===== src/core/emb_defines.svh =====
// Constants of the external memory bus port
`ifndef EMB_DEFINES_SVH
`define EMB_DEFINES_SVH

// ==========================================================
// Bus widths and shared line layout
`define EMB_ADDR_W        16
`define EMB_DATA_W        16
`define EMB_SHARED_LO     6
`define EMB_SHARED_W      10
`define EMB_PORT_E_W      2
`define EMB_PORT_A_W      8
`define EMB_CNT_W         8

// ==========================================================
// Timing
`define EMB_CLK_PERIOD_NS 4
`define EMB_STROBE_NS     20
`define EMB_STROBE_CYC    ((`EMB_STROBE_NS + `EMB_CLK_PERIOD_NS - 1) / `EMB_CLK_PERIOD_NS)
`define EMB_SYNC_MIN_CYC  3

// ==========================================================
// Request buffer
`define EMB_FIFO_DEPTH    4

`endif


===== src/core/emb_pkg.sv =====
// Types shared by the external memory bus port
`include "emb_defines.svh"

package emb_pkg;

   // ==========================================================
   // One bus request as it travels through the buffer
   typedef struct packed {
      logic                   wr;    // High for a write cycle
      logic                   prog;  // High for program space
      logic [`EMB_ADDR_W-1:0] addr;  // Word address
      logic [`EMB_DATA_W-1:0] data;  // Write data
   } emb_req_type;

   // ==========================================================
   // Bus cycle sequencer states
   typedef enum logic [1:0] {
      EMB_IDLE   = 2'b00,
      EMB_SETUP  = 2'b01,
      EMB_STROBE = 2'b10,
      EMB_HOLD   = 2'b11
   } emb_state_type;

endpackage


===== src/core/emb_fifo.sv =====
// Request buffer with valid and ready on both sides
`timescale 1ns/1ps
`default_nettype none

module emb_fifo #(
   parameter int WIDTH = 34,
   parameter int DEPTH = 4
) (
   input  wire logic             clk_in,
   input  wire logic             rst_in,
   input  wire logic             in_valid_in,
   output logic                  in_ready_out,
   input  wire logic [WIDTH-1:0] in_data_in,
   output logic                  out_valid_out,
   input  wire logic             out_ready_in,
   output logic      [WIDTH-1:0] out_data_out
);
   localparam int PW = $clog2(DEPTH);
   localparam int CW = $clog2(DEPTH + 1);

   // ==========================================================
   // Parameter check
   initial begin
      if (DEPTH < 2 || (1 << PW) != DEPTH || WIDTH < 1)
         $error("emb_fifo: DEPTH must be a power of two >= 2");
   end

   logic [WIDTH-1:0] mem_q [DEPTH];  // Storage words
   logic [PW-1:0]    wr_ptr_q;       // Next slot to fill
   logic [PW-1:0]    rd_ptr_q;       // Oldest slot
   logic [CW-1:0]    count_q;        // Words held
   logic [CW-1:0]    count_d;        // Next word count
   logic             in_ready_q;     // Room for one more
   logic             out_valid_q;    // At least one word held
   wire              push;           // Word accepted
   wire              pop;            // Word handed on

   // ==========================================================
   // Handshakes
   assign push          = in_valid_in && in_ready_q;
   assign pop           = out_valid_q && out_ready_in;
   assign in_ready_out  = in_ready_q;
   assign out_valid_out = out_valid_q;
   assign out_data_out  = mem_q[rd_ptr_q];
   assign count_d       = count_q + CW'(push) - CW'(pop);

   // Pointers, count and flags
   always_ff @(posedge clk_in) begin
      if (rst_in) begin
         wr_ptr_q    <= '0;
         rd_ptr_q    <= '0;
         count_q     <= '0;
         in_ready_q  <= 1'b0;
         out_valid_q <= 1'b0;
      end else begin
         wr_ptr_q    <= wr_ptr_q + PW'(push);
         rd_ptr_q    <= rd_ptr_q + PW'(pop);
         count_q     <= count_d;
         in_ready_q  <= count_d != CW'(DEPTH);
         out_valid_q <= count_d != '0;
      end
   end

   // Storage write
   always_ff @(posedge clk_in) begin
      if (push) begin
         mem_q[wr_ptr_q] <= in_data_in;
      end
   end
endmodule // emb_fifo

`default_nettype wire


===== src/core/emb_port.sv =====
// External memory bus port: strobes, address, data and shared I/O lines
`timescale 1ns/1ps
`default_nettype none
`include "emb_defines.svh"

module emb_port
   import emb_pkg::*;
#(
   parameter int STROBE_CYC = `EMB_STROBE_CYC,
   parameter int FIFO_DEPTH = `EMB_FIFO_DEPTH
) (
   input  wire logic                       clk_in,
   input  wire logic                       rst_in,
   // Request stream
   input  wire logic                       req_valid_in,
   input  wire emb_req_type                req_in,
   output logic                            req_ready_out,
   // Read answer
   output logic                            rd_valid_out,
   output logic [`EMB_DATA_W-1:0]          rd_data_out,
   // Bus control pins
   output logic                            program_space_select_n_out,
   output logic                            data_space_select_n_out,
   output logic                            read_strobe_n_out,
   output logic                            write_strobe_n_out,
   output logic                            ctl_oe_n_out,
   // Address pins
   output logic [`EMB_ADDR_W-1:0]          ext_addr_out,
   output logic [`EMB_ADDR_W-1:0]          ext_addr_oe_n_out,
   input  wire logic [`EMB_ADDR_W-1:0]     ext_addr_in,
   // Data pins
   output logic [`EMB_DATA_W-1:0]          ext_data_out,
   output logic                            ext_data_oe_n_out,
   input  wire logic [`EMB_DATA_W-1:0]     ext_data_in,
   // Shared lines, port E part
   input  wire logic [`EMB_PORT_E_W-1:0]   port_e_alt_io_sel_in,
   input  wire logic [`EMB_PORT_E_W-1:0]   port_e_alt_io_dir_in,
   input  wire logic [`EMB_PORT_E_W-1:0]   port_e_alt_io_dout_in,
   output logic [`EMB_PORT_E_W-1:0]        port_e_alt_io_din_out,
   // Shared lines, port A part
   input  wire logic [`EMB_PORT_A_W-1:0]   port_a_alt_io_sel_in,
   input  wire logic [`EMB_PORT_A_W-1:0]   port_a_alt_io_dir_in,
   input  wire logic [`EMB_PORT_A_W-1:0]   port_a_alt_io_dout_in,
   output logic [`EMB_PORT_A_W-1:0]        port_a_alt_io_din_out
);
   localparam int SW = `EMB_SHARED_W;
   localparam int LO = `EMB_SHARED_LO;
   localparam int AW = `EMB_ADDR_W;
   localparam int DW = `EMB_DATA_W;
   localparam int RW = $bits(emb_req_type);

   // ==========================================================
   // Parameter check: read data passes a two-stage synchroniser,
   // so the strobe must stay low long enough for it to settle
   initial begin
      if (STROBE_CYC < `EMB_SYNC_MIN_CYC || STROBE_CYC >= (1 << `EMB_CNT_W))
         $error("emb_port: STROBE_CYC out of range");
   end

   // ==========================================================
   // Declarations
   emb_state_type          state_q, state_d;     // Sequencer state
   logic [`EMB_CNT_W-1:0]  cnt_q, cnt_d;         // Strobe width counter
   emb_req_type            cur_q, cur_d;         // Request on the bus
   emb_req_type            fifo_data;            // Oldest buffered request
   logic                   fifo_valid;           // Buffer holds a request
   logic                   fifo_pop;             // Sequencer takes it
   logic                   ps_n_q, ds_n_q;       // Space selects
   logic                   rd_n_q, wr_n_q;       // Strobes
   logic                   ctl_oe_n_q;           // Control pin enable
   logic                   data_oe_n_q;          // Data pin enable
   logic [DW-1:0]          data_out_q;           // Data pin value
   logic [AW-1:0]          addr_q;               // Address pin value
   logic [AW-1:0]          addr_oe_n_q;          // Address pin enables
   logic [DW-1:0]          rdata_q;              // Captured read word
   logic                   rvalid_q;             // Read answer pulse
   logic [SW-1:0]          sel_q;                // Shared line is I/O
   logic [DW-1:0]          din_s1_q, din_s2_q;   // Data pin synchroniser
   logic [SW-1:0]          pin_s1_q, pin_s2_q;   // Shared pin synchroniser
   wire  [SW-1:0]          sel_all;              // Joined select inputs
   wire  [SW-1:0]          dir_all;              // Joined direction inputs
   wire  [SW-1:0]          dout_all;             // Joined output values
   wire                    in_cycle;             // Bus cycle next cycle
   wire                    rd_end;               // Read strobe ends now

   // ==========================================================
   // Request buffer
   emb_fifo #(
      .WIDTH (RW),
      .DEPTH (FIFO_DEPTH)
   ) u_fifo (
      .clk_in        (clk_in),
      .rst_in        (rst_in),
      .in_valid_in   (req_valid_in),
      .in_ready_out  (req_ready_out),
      .in_data_in    (req_in),
      .out_valid_out (fifo_valid),
      .out_ready_in  (fifo_pop),
      .out_data_out  (fifo_data)
   );

   // ==========================================================
   // Decoding
   assign sel_all  = {port_a_alt_io_sel_in, port_e_alt_io_sel_in};
   assign dir_all  = {port_a_alt_io_dir_in, port_e_alt_io_dir_in};
   assign dout_all = {port_a_alt_io_dout_in, port_e_alt_io_dout_in};
   assign fifo_pop = (state_q == EMB_IDLE) && fifo_valid;
   assign in_cycle = state_d != EMB_IDLE;
   assign rd_end   = (state_q == EMB_STROBE) && (cnt_q == '0) && !cur_q.wr;

   // ==========================================================
   // Sequencer: idle, setup, strobe low, hold, one request at a time
   always_comb begin
      state_d = state_q;
      cnt_d   = cnt_q;
      cur_d   = cur_q;
      unique case (state_q)
         EMB_IDLE: begin
            // Take the oldest request and present address first
            if (fifo_valid) begin
               cur_d   = fifo_data;
               state_d = EMB_SETUP;
            end
         end
         EMB_SETUP: begin
            // Address settled, open the strobe
            cnt_d   = `EMB_CNT_W'(STROBE_CYC - 1);
            state_d = EMB_STROBE;
         end
         EMB_STROBE: begin
            // Count the strobe width down
            if (cnt_q == '0) begin
               state_d = EMB_HOLD;
            end else begin
               cnt_d = cnt_q - `EMB_CNT_W'(1);
            end
         end
         EMB_HOLD: begin
            // Address held past the strobe rise
            state_d = EMB_IDLE;
         end
      endcase
   end

   // Sequencer registers
   always_ff @(posedge clk_in) begin
      if (rst_in) begin
         state_q <= EMB_IDLE;
         cnt_q   <= '0;
         cur_q   <= '0;
      end else begin
         state_q <= state_d;
         cnt_q   <= cnt_d;
         cur_q   <= cur_d;
      end
   end

   // ==========================================================
   // Bus control pins, registered from the next state
   always_ff @(posedge clk_in) begin
      if (rst_in) begin
         ps_n_q      <= 1'b1;
         ds_n_q      <= 1'b1;
         rd_n_q      <= 1'b1;
         wr_n_q      <= 1'b1;
         ctl_oe_n_q  <= 1'b1;
         data_oe_n_q <= 1'b1;
         data_out_q  <= '0;
      end else begin
         ps_n_q      <= !(in_cycle && cur_d.prog);
         ds_n_q      <= !(in_cycle && !cur_d.prog);
         wr_n_q      <= !(state_d == EMB_STROBE && cur_d.wr);
         rd_n_q      <= !(state_d == EMB_STROBE && !cur_d.wr);
         ctl_oe_n_q  <= 1'b0;
         data_oe_n_q <= !(in_cycle && cur_d.wr);
         data_out_q  <= cur_d.data;
      end
   end

   // ==========================================================
   // Address pins: bus function unless a shared line is selected as I/O
   always_ff @(posedge clk_in) begin
      if (rst_in) begin
         sel_q       <= '0;
         addr_q      <= '0;
         addr_oe_n_q <= '1;
      end else begin
         sel_q                <= sel_all;
         addr_q[LO-1:0]       <= cur_d.addr[LO-1:0];
         addr_oe_n_q[LO-1:0]  <= '0;
         for (int i = 0; i < SW; i++) begin
            // Each shared line picks its own function and direction
            if (sel_q[i]) begin
               addr_q[LO+i]      <= dout_all[i];
               addr_oe_n_q[LO+i] <= !dir_all[i];
            end else begin
               addr_q[LO+i]      <= cur_d.addr[LO+i];
               addr_oe_n_q[LO+i] <= 1'b0;
            end
         end
      end
   end

   // ==========================================================
   // Pin synchronisers
   always_ff @(posedge clk_in) begin
      if (rst_in) begin
         din_s1_q <= '0;
         din_s2_q <= '0;
         pin_s1_q <= '0;
         pin_s2_q <= '0;
      end else begin
         din_s1_q <= ext_data_in;
         din_s2_q <= din_s1_q;
         pin_s1_q <= ext_addr_in[AW-1:LO];
         pin_s2_q <= pin_s1_q;
      end
   end

   // ==========================================================
   // Read capture on the edge where the read strobe rises
   always_ff @(posedge clk_in) begin
      if (rst_in) begin
         rdata_q  <= '0;
         rvalid_q <= 1'b0;
      end else begin
         rvalid_q <= rd_end;
         if (rd_end) begin
            rdata_q <= din_s2_q;
         end
      end
   end

   // ==========================================================
   // Outputs
   assign program_space_select_n_out = ps_n_q;
   assign data_space_select_n_out    = ds_n_q;
   assign read_strobe_n_out          = rd_n_q;
   assign write_strobe_n_out         = wr_n_q;
   assign ctl_oe_n_out               = ctl_oe_n_q;
   assign ext_addr_out               = addr_q;
   assign ext_addr_oe_n_out          = addr_oe_n_q;
   assign ext_data_out               = data_out_q;
   assign ext_data_oe_n_out          = data_oe_n_q;
   assign rd_valid_out               = rvalid_q;
   assign rd_data_out                = rdata_q;
   assign port_e_alt_io_din_out      = pin_s2_q[`EMB_PORT_E_W-1:0];
   assign port_a_alt_io_din_out      = pin_s2_q[SW-1:`EMB_PORT_E_W];
endmodule // emb_port

`default_nettype wire


===== config.mk =====
export PLATFORM = sky130hd
export DESIGN_NAME = emb_port
export DESIGN_NICKNAME = d
export VERILOG_FILES = /design/src/core/emb_pkg.sv /design/src/core/emb_fifo.sv /design/src/core/emb_port.sv
export VERILOG_INCLUDE_DIRS = /design/src /design/src/core
export SDC_FILE = /design/constraint.sdc
export NUM_CORES = 1
export LEC_CHECK = 0
export BUFFER_PORTS_ARGS = -buffer_cell sky130_fd_sc_hd__buf_4
export CORE_MARGIN = 5
export CORE_UTILIZATION = 45
export DETAILED_ROUTE_END_ITERATION = 10
export MAX_ROUTING_LAYER = met4
export PLACE_DENSITY_LB_ADDON = 0.1
export SYNTH_ARGS = -nofsm -noshare
export SYNTH_HDL_FRONTEND = slang
export SYNTH_SLANG_ARGS = --single-unit

===== constraint.sdc =====
create_clock -name clk_in -period 10.5 [get_ports clk_in]
set_input_delay 1.575 -clock clk_in [delete_from_list [all_inputs] [get_ports clk_in]]
set_output_delay 1.575 -clock clk_in [all_outputs]
set_load 0.01 [all_outputs]

==> summary.md, run 1 <==
| Metric | Value |
|---|---|
| Worst Hold Slack | 432 ps |
| Number of global-route vias before repair | 6030 |
| Starting Density | 0.458 |
| R2R setup slack | 7390 ps |
| Pwr dens | 250 nW/um^2 |
| Remaining DRCs | 0 |
| Final cell count without fillers | 1196 |
| Core ar. | 22700 um^2 |
| Die area | 26200 um^2 |
| Crit path required time | 10910 ps |
| Cts hold-fix bufs | 0 |
| CP Launch Point | rst_in |
| Total number of vias | 5919 |
| PortBufs | 174 |
| Synth Flop Type | dfxtp_1 |
| Worst hold path type | flip-flop to flip-flop |
| Critical Path End | u_fifo.out_valid_out |
| Post-CTS Setup Inserts | 0 |
| Hold Startpoint | din_s1_q[4] |
| Worst Skew | 12.3 ps |
| R2R depth | 11 |
| CP max stage cell | buf_4 |
| Chip height | 162 um |
| H-tree Lvls | 1 |
| Yosys warning total | 0 |
| Final-report hold violation count | 0 |
| Mapped Cells | 738 |
| Most common cell on crit path | buf_4 |
| Ports | 181 |
| Vias/cell | 4.95 |
| Pleak | 5.07 nW |
| Multi-input gate area | 2680 um^2 |
| DR iter-0 viols | 308 |
| Initial antenna violation count | 0 |
| Post-CTS Resized | 0 |
| Reg clk slew, reported paths | 60 ps |
| Async S/R FF share, synth | 0 |
| All-layer global routing usage | 0.157 |
| Crit path max fanout | 103 |
| Placed Instances | 1140 |
| Fmax | 0.320 GHz |
| CP Capture Type | flip-flop |
| Drt first pass iters | 4 |
| CTS root buf | clkbuf_16 |
| First-pass GRT wire length | 32000 um |
| Unique masters post-synth | 43 |
| Max_cap viols | 0 |
| Maximum VDD drop | 0.136 mV |
| Filler Cells Inserted | 1858 |
| CTS tree | done |
| Final #Nets | 994 |
| Layout cell share with drive strength beyond 1 | 0.308 |
| Routability cong. | 0.740 |
| Crit-path max cell delay | 970 ps |
| GR Overflow Total | 0 |
| RR Endpoint | u_fifo.out_valid_out |
| CTS Buffer Depth | 3 |
| Crit path DAT | 3530 ps |
| Post-Syn Nets | 845 |
| Post-synth EDFFs | 136 |
| Crit path kind | input pin to flip-flop |
| Storage element area | 7250 um^2 |
| Syn_area_per_cell | 14.1 um^2 |
| Clock Sinks | 294 |
| Die width | 162 um |
| Status | finished clean |
| Area Overhead vs Synth | 22.6% |
| Sum Neg Setup Slack | 0 ps |
| Antenna cell count | 0 |
| Largest net degree at the start of global routing | 104 |
| DR WL/cell | 17.1 um |
| Minimum clock period | 3120 ps |
| Synth Cell Area | 10400 um^2 |
| Crit path cell chain | buf_4 -> buf_4 -> nor2b_1 -> or3_1 |
| Row count | 55 |
| Register bit total from synthesis | 294 |
| Slew HR | 0.243 |
| Final setup fails | 0 |
| Actual slew at the worst max-slew pin | 1140 ps |
| Num CTS Buffers | 30 |
| Sequential area share after synthesis | 0.697 |
| Period utilization | 0.297 |
| Detailed Place HPWL | 12600 um |
| Final wirelength | 20400 um |
| Routed Antenna Nets | 0 |
| Skew-Pair Late Insertion Delay | 540 ps |
| Worst R2R Start | state_q[0] |
| Max Transition Viols Final | 0 |
| RSZ-0062 raised after global routing | false |
| CP Launch Type | input pin |
synth_stat cells, drive strengths merged (2+ instances only):
cell      n  area share
a21boi    2      0.0014
o31ai     2      0.0014
nor2b    67       0.040
nand2b    3      0.0018
dfxtp   158        0.30
nor3b     4      0.0029
ha        7      0.0084
xor2      2      0.0017
inv      27      0.0097
mux4     34       0.074
a21o     11      0.0079
or4       2      0.0018
clkbuf   21      0.0076
buf      43       0.030
a21oi    45       0.022
xnor2     5      0.0042
o21ai     3      0.0014
mux2i    20       0.019
a221oi   10      0.0084
or3       4      0.0024
edfxtp  136        0.39
nor4      2      0.0026
nor2     32       0.012
nand2    81       0.029
nor3      5      0.0024
area by class of cell:
class,count,area share
Sequential cell,294,0.569
Clock inverter,9,0.00373
Inverter,27,0.00795
Multi-Input combinational cell,353,0.210
Clock buffer,47,0.0748
Timing Repair Buffer,181,0.107
Tap cell,285,0.0280
state kept, by name, summed over array words and instances, names as in the netlist, 2 cells and up:
name,count
cnt_q,8
cur_q,18
din_s1_q,16
din_s2_q,16
ext_addr_oe_n_out,11
ext_addr_out,10
ext_data_out,16
pin_s1_q,10
pin_s2_q,10
rd_data_out,16
sel_q,10
state_q,2
u_fifo.count_q,3
u_fifo.mem_q,136
u_fifo.rd_ptr_q,2
u_fifo.wr_ptr_q,2
power breakdown:
part / internal (mW) / total, mW / switching [mW] / leakage, nW
sequential: 1.35 / 1.45 / 0.0974 / 2.54
combinational: 0.331 / 0.707 / 0.376 / 2.03
clock: 0.621 / 1.03 / 0.409 / 0.503
total: 2.31 / 3.19 / 0.882 / 5.07
stage by stage:
step	utilization	instance area, um^2	setup slack, ps	power [mW]
5_1_grt	0.561	12800	7100	3.37
6_report	0.561	12800	7380	3.19
3_5_place_dp	0.517	11800	6820	2.20
3_3_place_gp	0.517	11800	6890	2.17
2_1_floorplan	-	10400	5810	1.98
4_1_cts	0.561	12800	7330	3.24
logic make-up after synthesis:
group	after synthesis	share of synthesized area
flops	294	0.697
buf+inv	91	0.0469
simple gates	206	0.0993
xor+xnor	7	0.00590
fa+ha+maj	8	0.0103
mux	54	0.0929
compound gates	78	0.0478
critical path: cells and delay by family:
| kind | cells | cell delay, ps |
|---|---|---|
| buffers and inverters | 2 | 1360 |
| and+or+nand+nor | 2 | 540 |
how the worst min path moves through the flow:
| stage | to | slack, ps | depth (start not counted) |
|---|---|---|---|
| after floorplan | din_s2_q[0] | 410 | 1 |
| after global placement | din_s2_q[7] | 420 | 1 |
| after detailed placement | din_s2_q[14] | 420 | 1 |
| after CTS | din_s2_q[14] | 430 | 1 |
| after global routing | din_s2_q[1] | 450 | 1 |
| final | din_s2_q[4] | 430 | 1 |
cells in the final DEF, fill, tap and decap left out, types with 2 or more instances in the layout:
cell,synthesis,routed
buf_4,31,181
dfxtp_1,158,156
edfxtp_1,136,136
nand2_1,81,80
nor2b_1,67,67
a21oi_1,45,45
mux4_2,34,34
clkbuf_16,0,33
nor2_1,32,32
inv_1,27,27
mux2i_1,20,20
a21o_1,11,11
a221oi_1,10,10
clkinv_2,0,8
ha_1,7,7
clkbuf_8,0,7
xnor2_1,5,5
clkbuf_1,21,5
or3_1,4,4
nor3_1,5,4
nand2b_1,3,3
o21ai_0,3,3
nor3b_2,0,2
nor3b_1,4,2
xor2_1,2,2
o31ai_1,2,2
dfxtp_2,0,2
routing by layer:
layer	share of wire	up-vias	track usage	routed length [um]
met1	0.43	2862	0.199	8820
met4	0.019	0	0.0327	384
met5	0	-	-	0
met3	0.061	27	0.0345	1250
li1	-	2870	-	-
met2	0.49	160	0.263	9980
Power figures use the tool's default switching activity.
==> inputs of run 2 (changes only) <==
Settings changed: ABC_AREA from default to 1.
Clock period 10.5 ns to 3.3 ns, I/O delays scaled along.
==> summary.md, run 2 <==
| Metric | Value |
|---|---|
| CTS root buf | clkbuf_16 |
| Commonest non-fill, non-tap cell in the layout | nor2_1 |
| Routed Antenna Nets | 0 (unchanged) |
| Crit path required time | 3750 ps (-7160 ps) |
| Largest net degree at the start of global routing | 131 (+26%) |
| Area post-placement | 12100 um^2 (+2.7%) |
| Slew HR | 0.440 (+0.197) |
| All-layer global routing usage | 0.165 (+0.00794) |
| First-pass GRT wire length | 34600 um (+8.0%) |
| Worst Skew | 10.6 ps (-1.72 ps) |
| Minimum clock period | 2320 ps |
| Post-CTS Resized | 0 (unchanged) |
| Remaining DRCs | 0 (unchanged) |
| Initial antenna violation count | 1 (+1) |
| Post-synth EDFFs | 136 (unchanged) |
| Flop pwr share | 0.444 (-0.011) |
| Post-CTS Setup Inserts | 0 (unchanged) |
| Register bit total from synthesis | 294 (unchanged) |
| Status | finished clean |
| PortBufs | 174 (unchanged) |
| Synth top area share | 0.380 (-0.0123) |
| Crit path max fanout | 13 (-87%) |
| Gate power share | 0.259 (+0.037) |
| Post-Syn Nets | 1138 (+35%) |
| Core ar. | 23500 um^2 (+3.4%) |
| H-tree Lvls | 1 (unchanged) |
| Num CTS Buffers | 29 (-3.3%) |
| Die width | 164 um (+1.5%) |
| Skew-Pair Late Insertion Delay | 530 ps (about the same) |
| Top-count cell post-synth | nor2_1 |
| Ports | 181 (unchanged) |
| Final setup fails | 0 (unchanged) |
| Total number of vias | 6998 (+18%) |
| Final cell count without fillers | 1508 (+26%) |
| Number of global-route vias before repair | 6690 (+11%) |
| Max_cap viols | 0 (unchanged) |
| Detailed Place HPWL | 13200 um (+4.4%) |
| R2R setup slack | 980 ps (-6410 ps) |
| Crit path kind | flip-flop to flip-flop |
| RSZ-0062 raised after global routing | false |
| Actual slew at the worst max-slew pin | 839 ps (-296 ps) |
| DR iter-0 viols | 348 (+13%) |
| Async S/R FF share, synth | 0 (unchanged) |
| GR Overflow Total | 0 (unchanged) |
| Most frequent cells in the layout | nor2_1 (241), buf_4 (183), dfxtp_1 (156) |
| Vias/cell | 4.64 (-6.2%) |
| Worst Hold Slack | 155 ps (-278 ps) |
| Clock Sinks | 294 (unchanged) |
| NetSw | 3.16 mW (+260%) |
| Die area | 27000 um^2 (+3.0%) |
| Syn_area_per_cell | 10.4 um^2 (-26%) |
| Final-report hold violation count | 0 (unchanged) |
| Unique masters post-synth | 38 (-12%) |
| Mapped Cells | 1031 (+40%) |
| Most instantiated cells after synthesis | nor2_1 (241), dfxtp_1 (158), edfxtp_1 (136) |
| Design Area, Final | 12900 um^2 (+1.5%) |
| Filler Cells Inserted | 2087 (+12%) |
| Worst hold path type | input pin to flip-flop |
| Placed Instances | 1458 (+28%) |
| CTS Buffer Depth | 3 (unchanged) |
| Period utilization | 0.703 |
| Drt first pass iters | 4 (unchanged) |
| Pleak | 5.41 nW (+6.6%) |
| Sw frac | 0.310 (+0.0333) |
| Crit path DAT | 2770 ps (-760 ps) |
| Layout cell share with drive strength beyond 1 | 0.212 (-0.0963) |
| CTS tree | done |
| Internal power | 7.03 mW (+200%) |
| Area Overhead vs Synth | 20.6% |
| Max reg flops | 136 (unchanged) |
| Max Transition Viols Final | 0 (unchanged) |
| Reg clk slew, reported paths | 60 ps (about the same) |
| Top flop regs | u_fifo.mem_q x136, cur_q x18 |
| Share of total power in the clock network | 0.297 (-0.026) |
| DR WL/cell | 14.7 um (-14%) |
| Starting Density | 0.457 (-0.000550) |
| Largest cells by area after synthesis | edfxtp_1 (38%), dfxtp_1 (29%), nor2_1 (8.4%), o21ai_0 (4.9%), inv_1 (4.1%) |
| Sequential area share after synthesis | 0.675 (-0.0218) |
| Pwr dens | 787 nW/um^2 (+210%) |
| Chip height | 164 um (+1.5%) |
| Row count | 56 (+1.8%) |
| Largest reg by FF count | u_fifo.mem_q |
| Final wirelength | 22100 um (+8.3%) |
| Tot Pwr | 10.2 mW (+220%) |
| CP Launch Type | flip-flop |
| Leading area contributor after synthesis | edfxtp_1 |
| Fmax | 0.431 GHz |
| Cts hold-fix bufs | 0 (unchanged) |
| Routability cong. | 0.779 (+5.3%) |
| Yosys warning total | 0 (unchanged) |
| CP Capture Type | flip-flop |
| Synth Cell Area | 10700 um^2 (+3.2%) |
| Final #Nets | 1277 (+28%) |
| Maximum VDD drop | 0.516 mV (+280%) |
| Synth Flop Type | dfxtp_1 |
==> run 2: final timing paths <==
path,cells after the start,from,endpoint
worst max-delay path,11,state_q[0],u_fifo.out_valid_out
worst min-delay path,2,port_a_alt_io_dir_in[2],ext_addr_oe_n_out[10]
worst max register to register,11,state_q[0],u_fifo.out_valid_out
worst min register to register,2,din_s1_q[6],din_s2_q[6]
==> run 2: final cells by class <==
type | count | area (um^2) | area share
clock buffers | 41 | 832 | 0.0643
multi-input cells | 538 | 2560 | 0.198
clock inverters | 8 | 41.3 | 0.00319
diodes | 1 | 2.50 | 0.000193
inverters | 123 | 464 | 0.0359
flip-flops and latches | 294 | 7250 | 0.560
well taps | 319 | 399 | 0.0308
repair buffers | 184 | 1390 | 0.108
==> run 2: layer usage <==
metal	part of all wire	track usage	routed length, um
met5	0	-	0
met4	0.026	0.0427	578
met3	0.053	0.0297	1180
met2	0.48	0.274	10700
met1	0.44	0.211	9710
==> run 2: stage by stage <==
stage | setup TNS [ps] | utilization | setup WS (ps)
finish | 0 | 0.551 | 979
detailed placement | 0 | 0.514 | 972
global placement | 0 | 0.514 | 1000
floorplan | -14580 | - | -107
CTS | 0 | 0.551 | 948
global route | 0 | 0.551 | 745
==> run 2: cells by family after synthesis <==
| kind of cell | synth area share |
|---|---|
| fa+ha+maj | 0.0100 |
| xor+xnor | 0.00326 |
| buf+inv | 0.0882 |
| compound gates | 0.0916 |
| flops | 0.675 |
| simple gates | 0.132 |
==> run 2: power groups by stage <==
stage                     Combinational (mW)  Sequential [mW]  Clock, mW
final                                   2.64             4.52       3.02
after global routing                    3.00             4.57       3.26
after CTS                               2.71             4.53       3.11
after detailed placement                2.70             4.60          0
after global placement                  2.67             4.60          0
after floorplan                         1.99             4.59          0
==> run 2: worst max-delay path: stages (launching register included) <==
cell and delay (ps):
dfxtp_1 350, inv_1 100, ha_1 210, nand2_2 200
or2_2 190, nand2_1 60, ha_1 190, fa_1 400
xor2_1 160, xor2_1 200, inv_1 80, a21oi_1 110
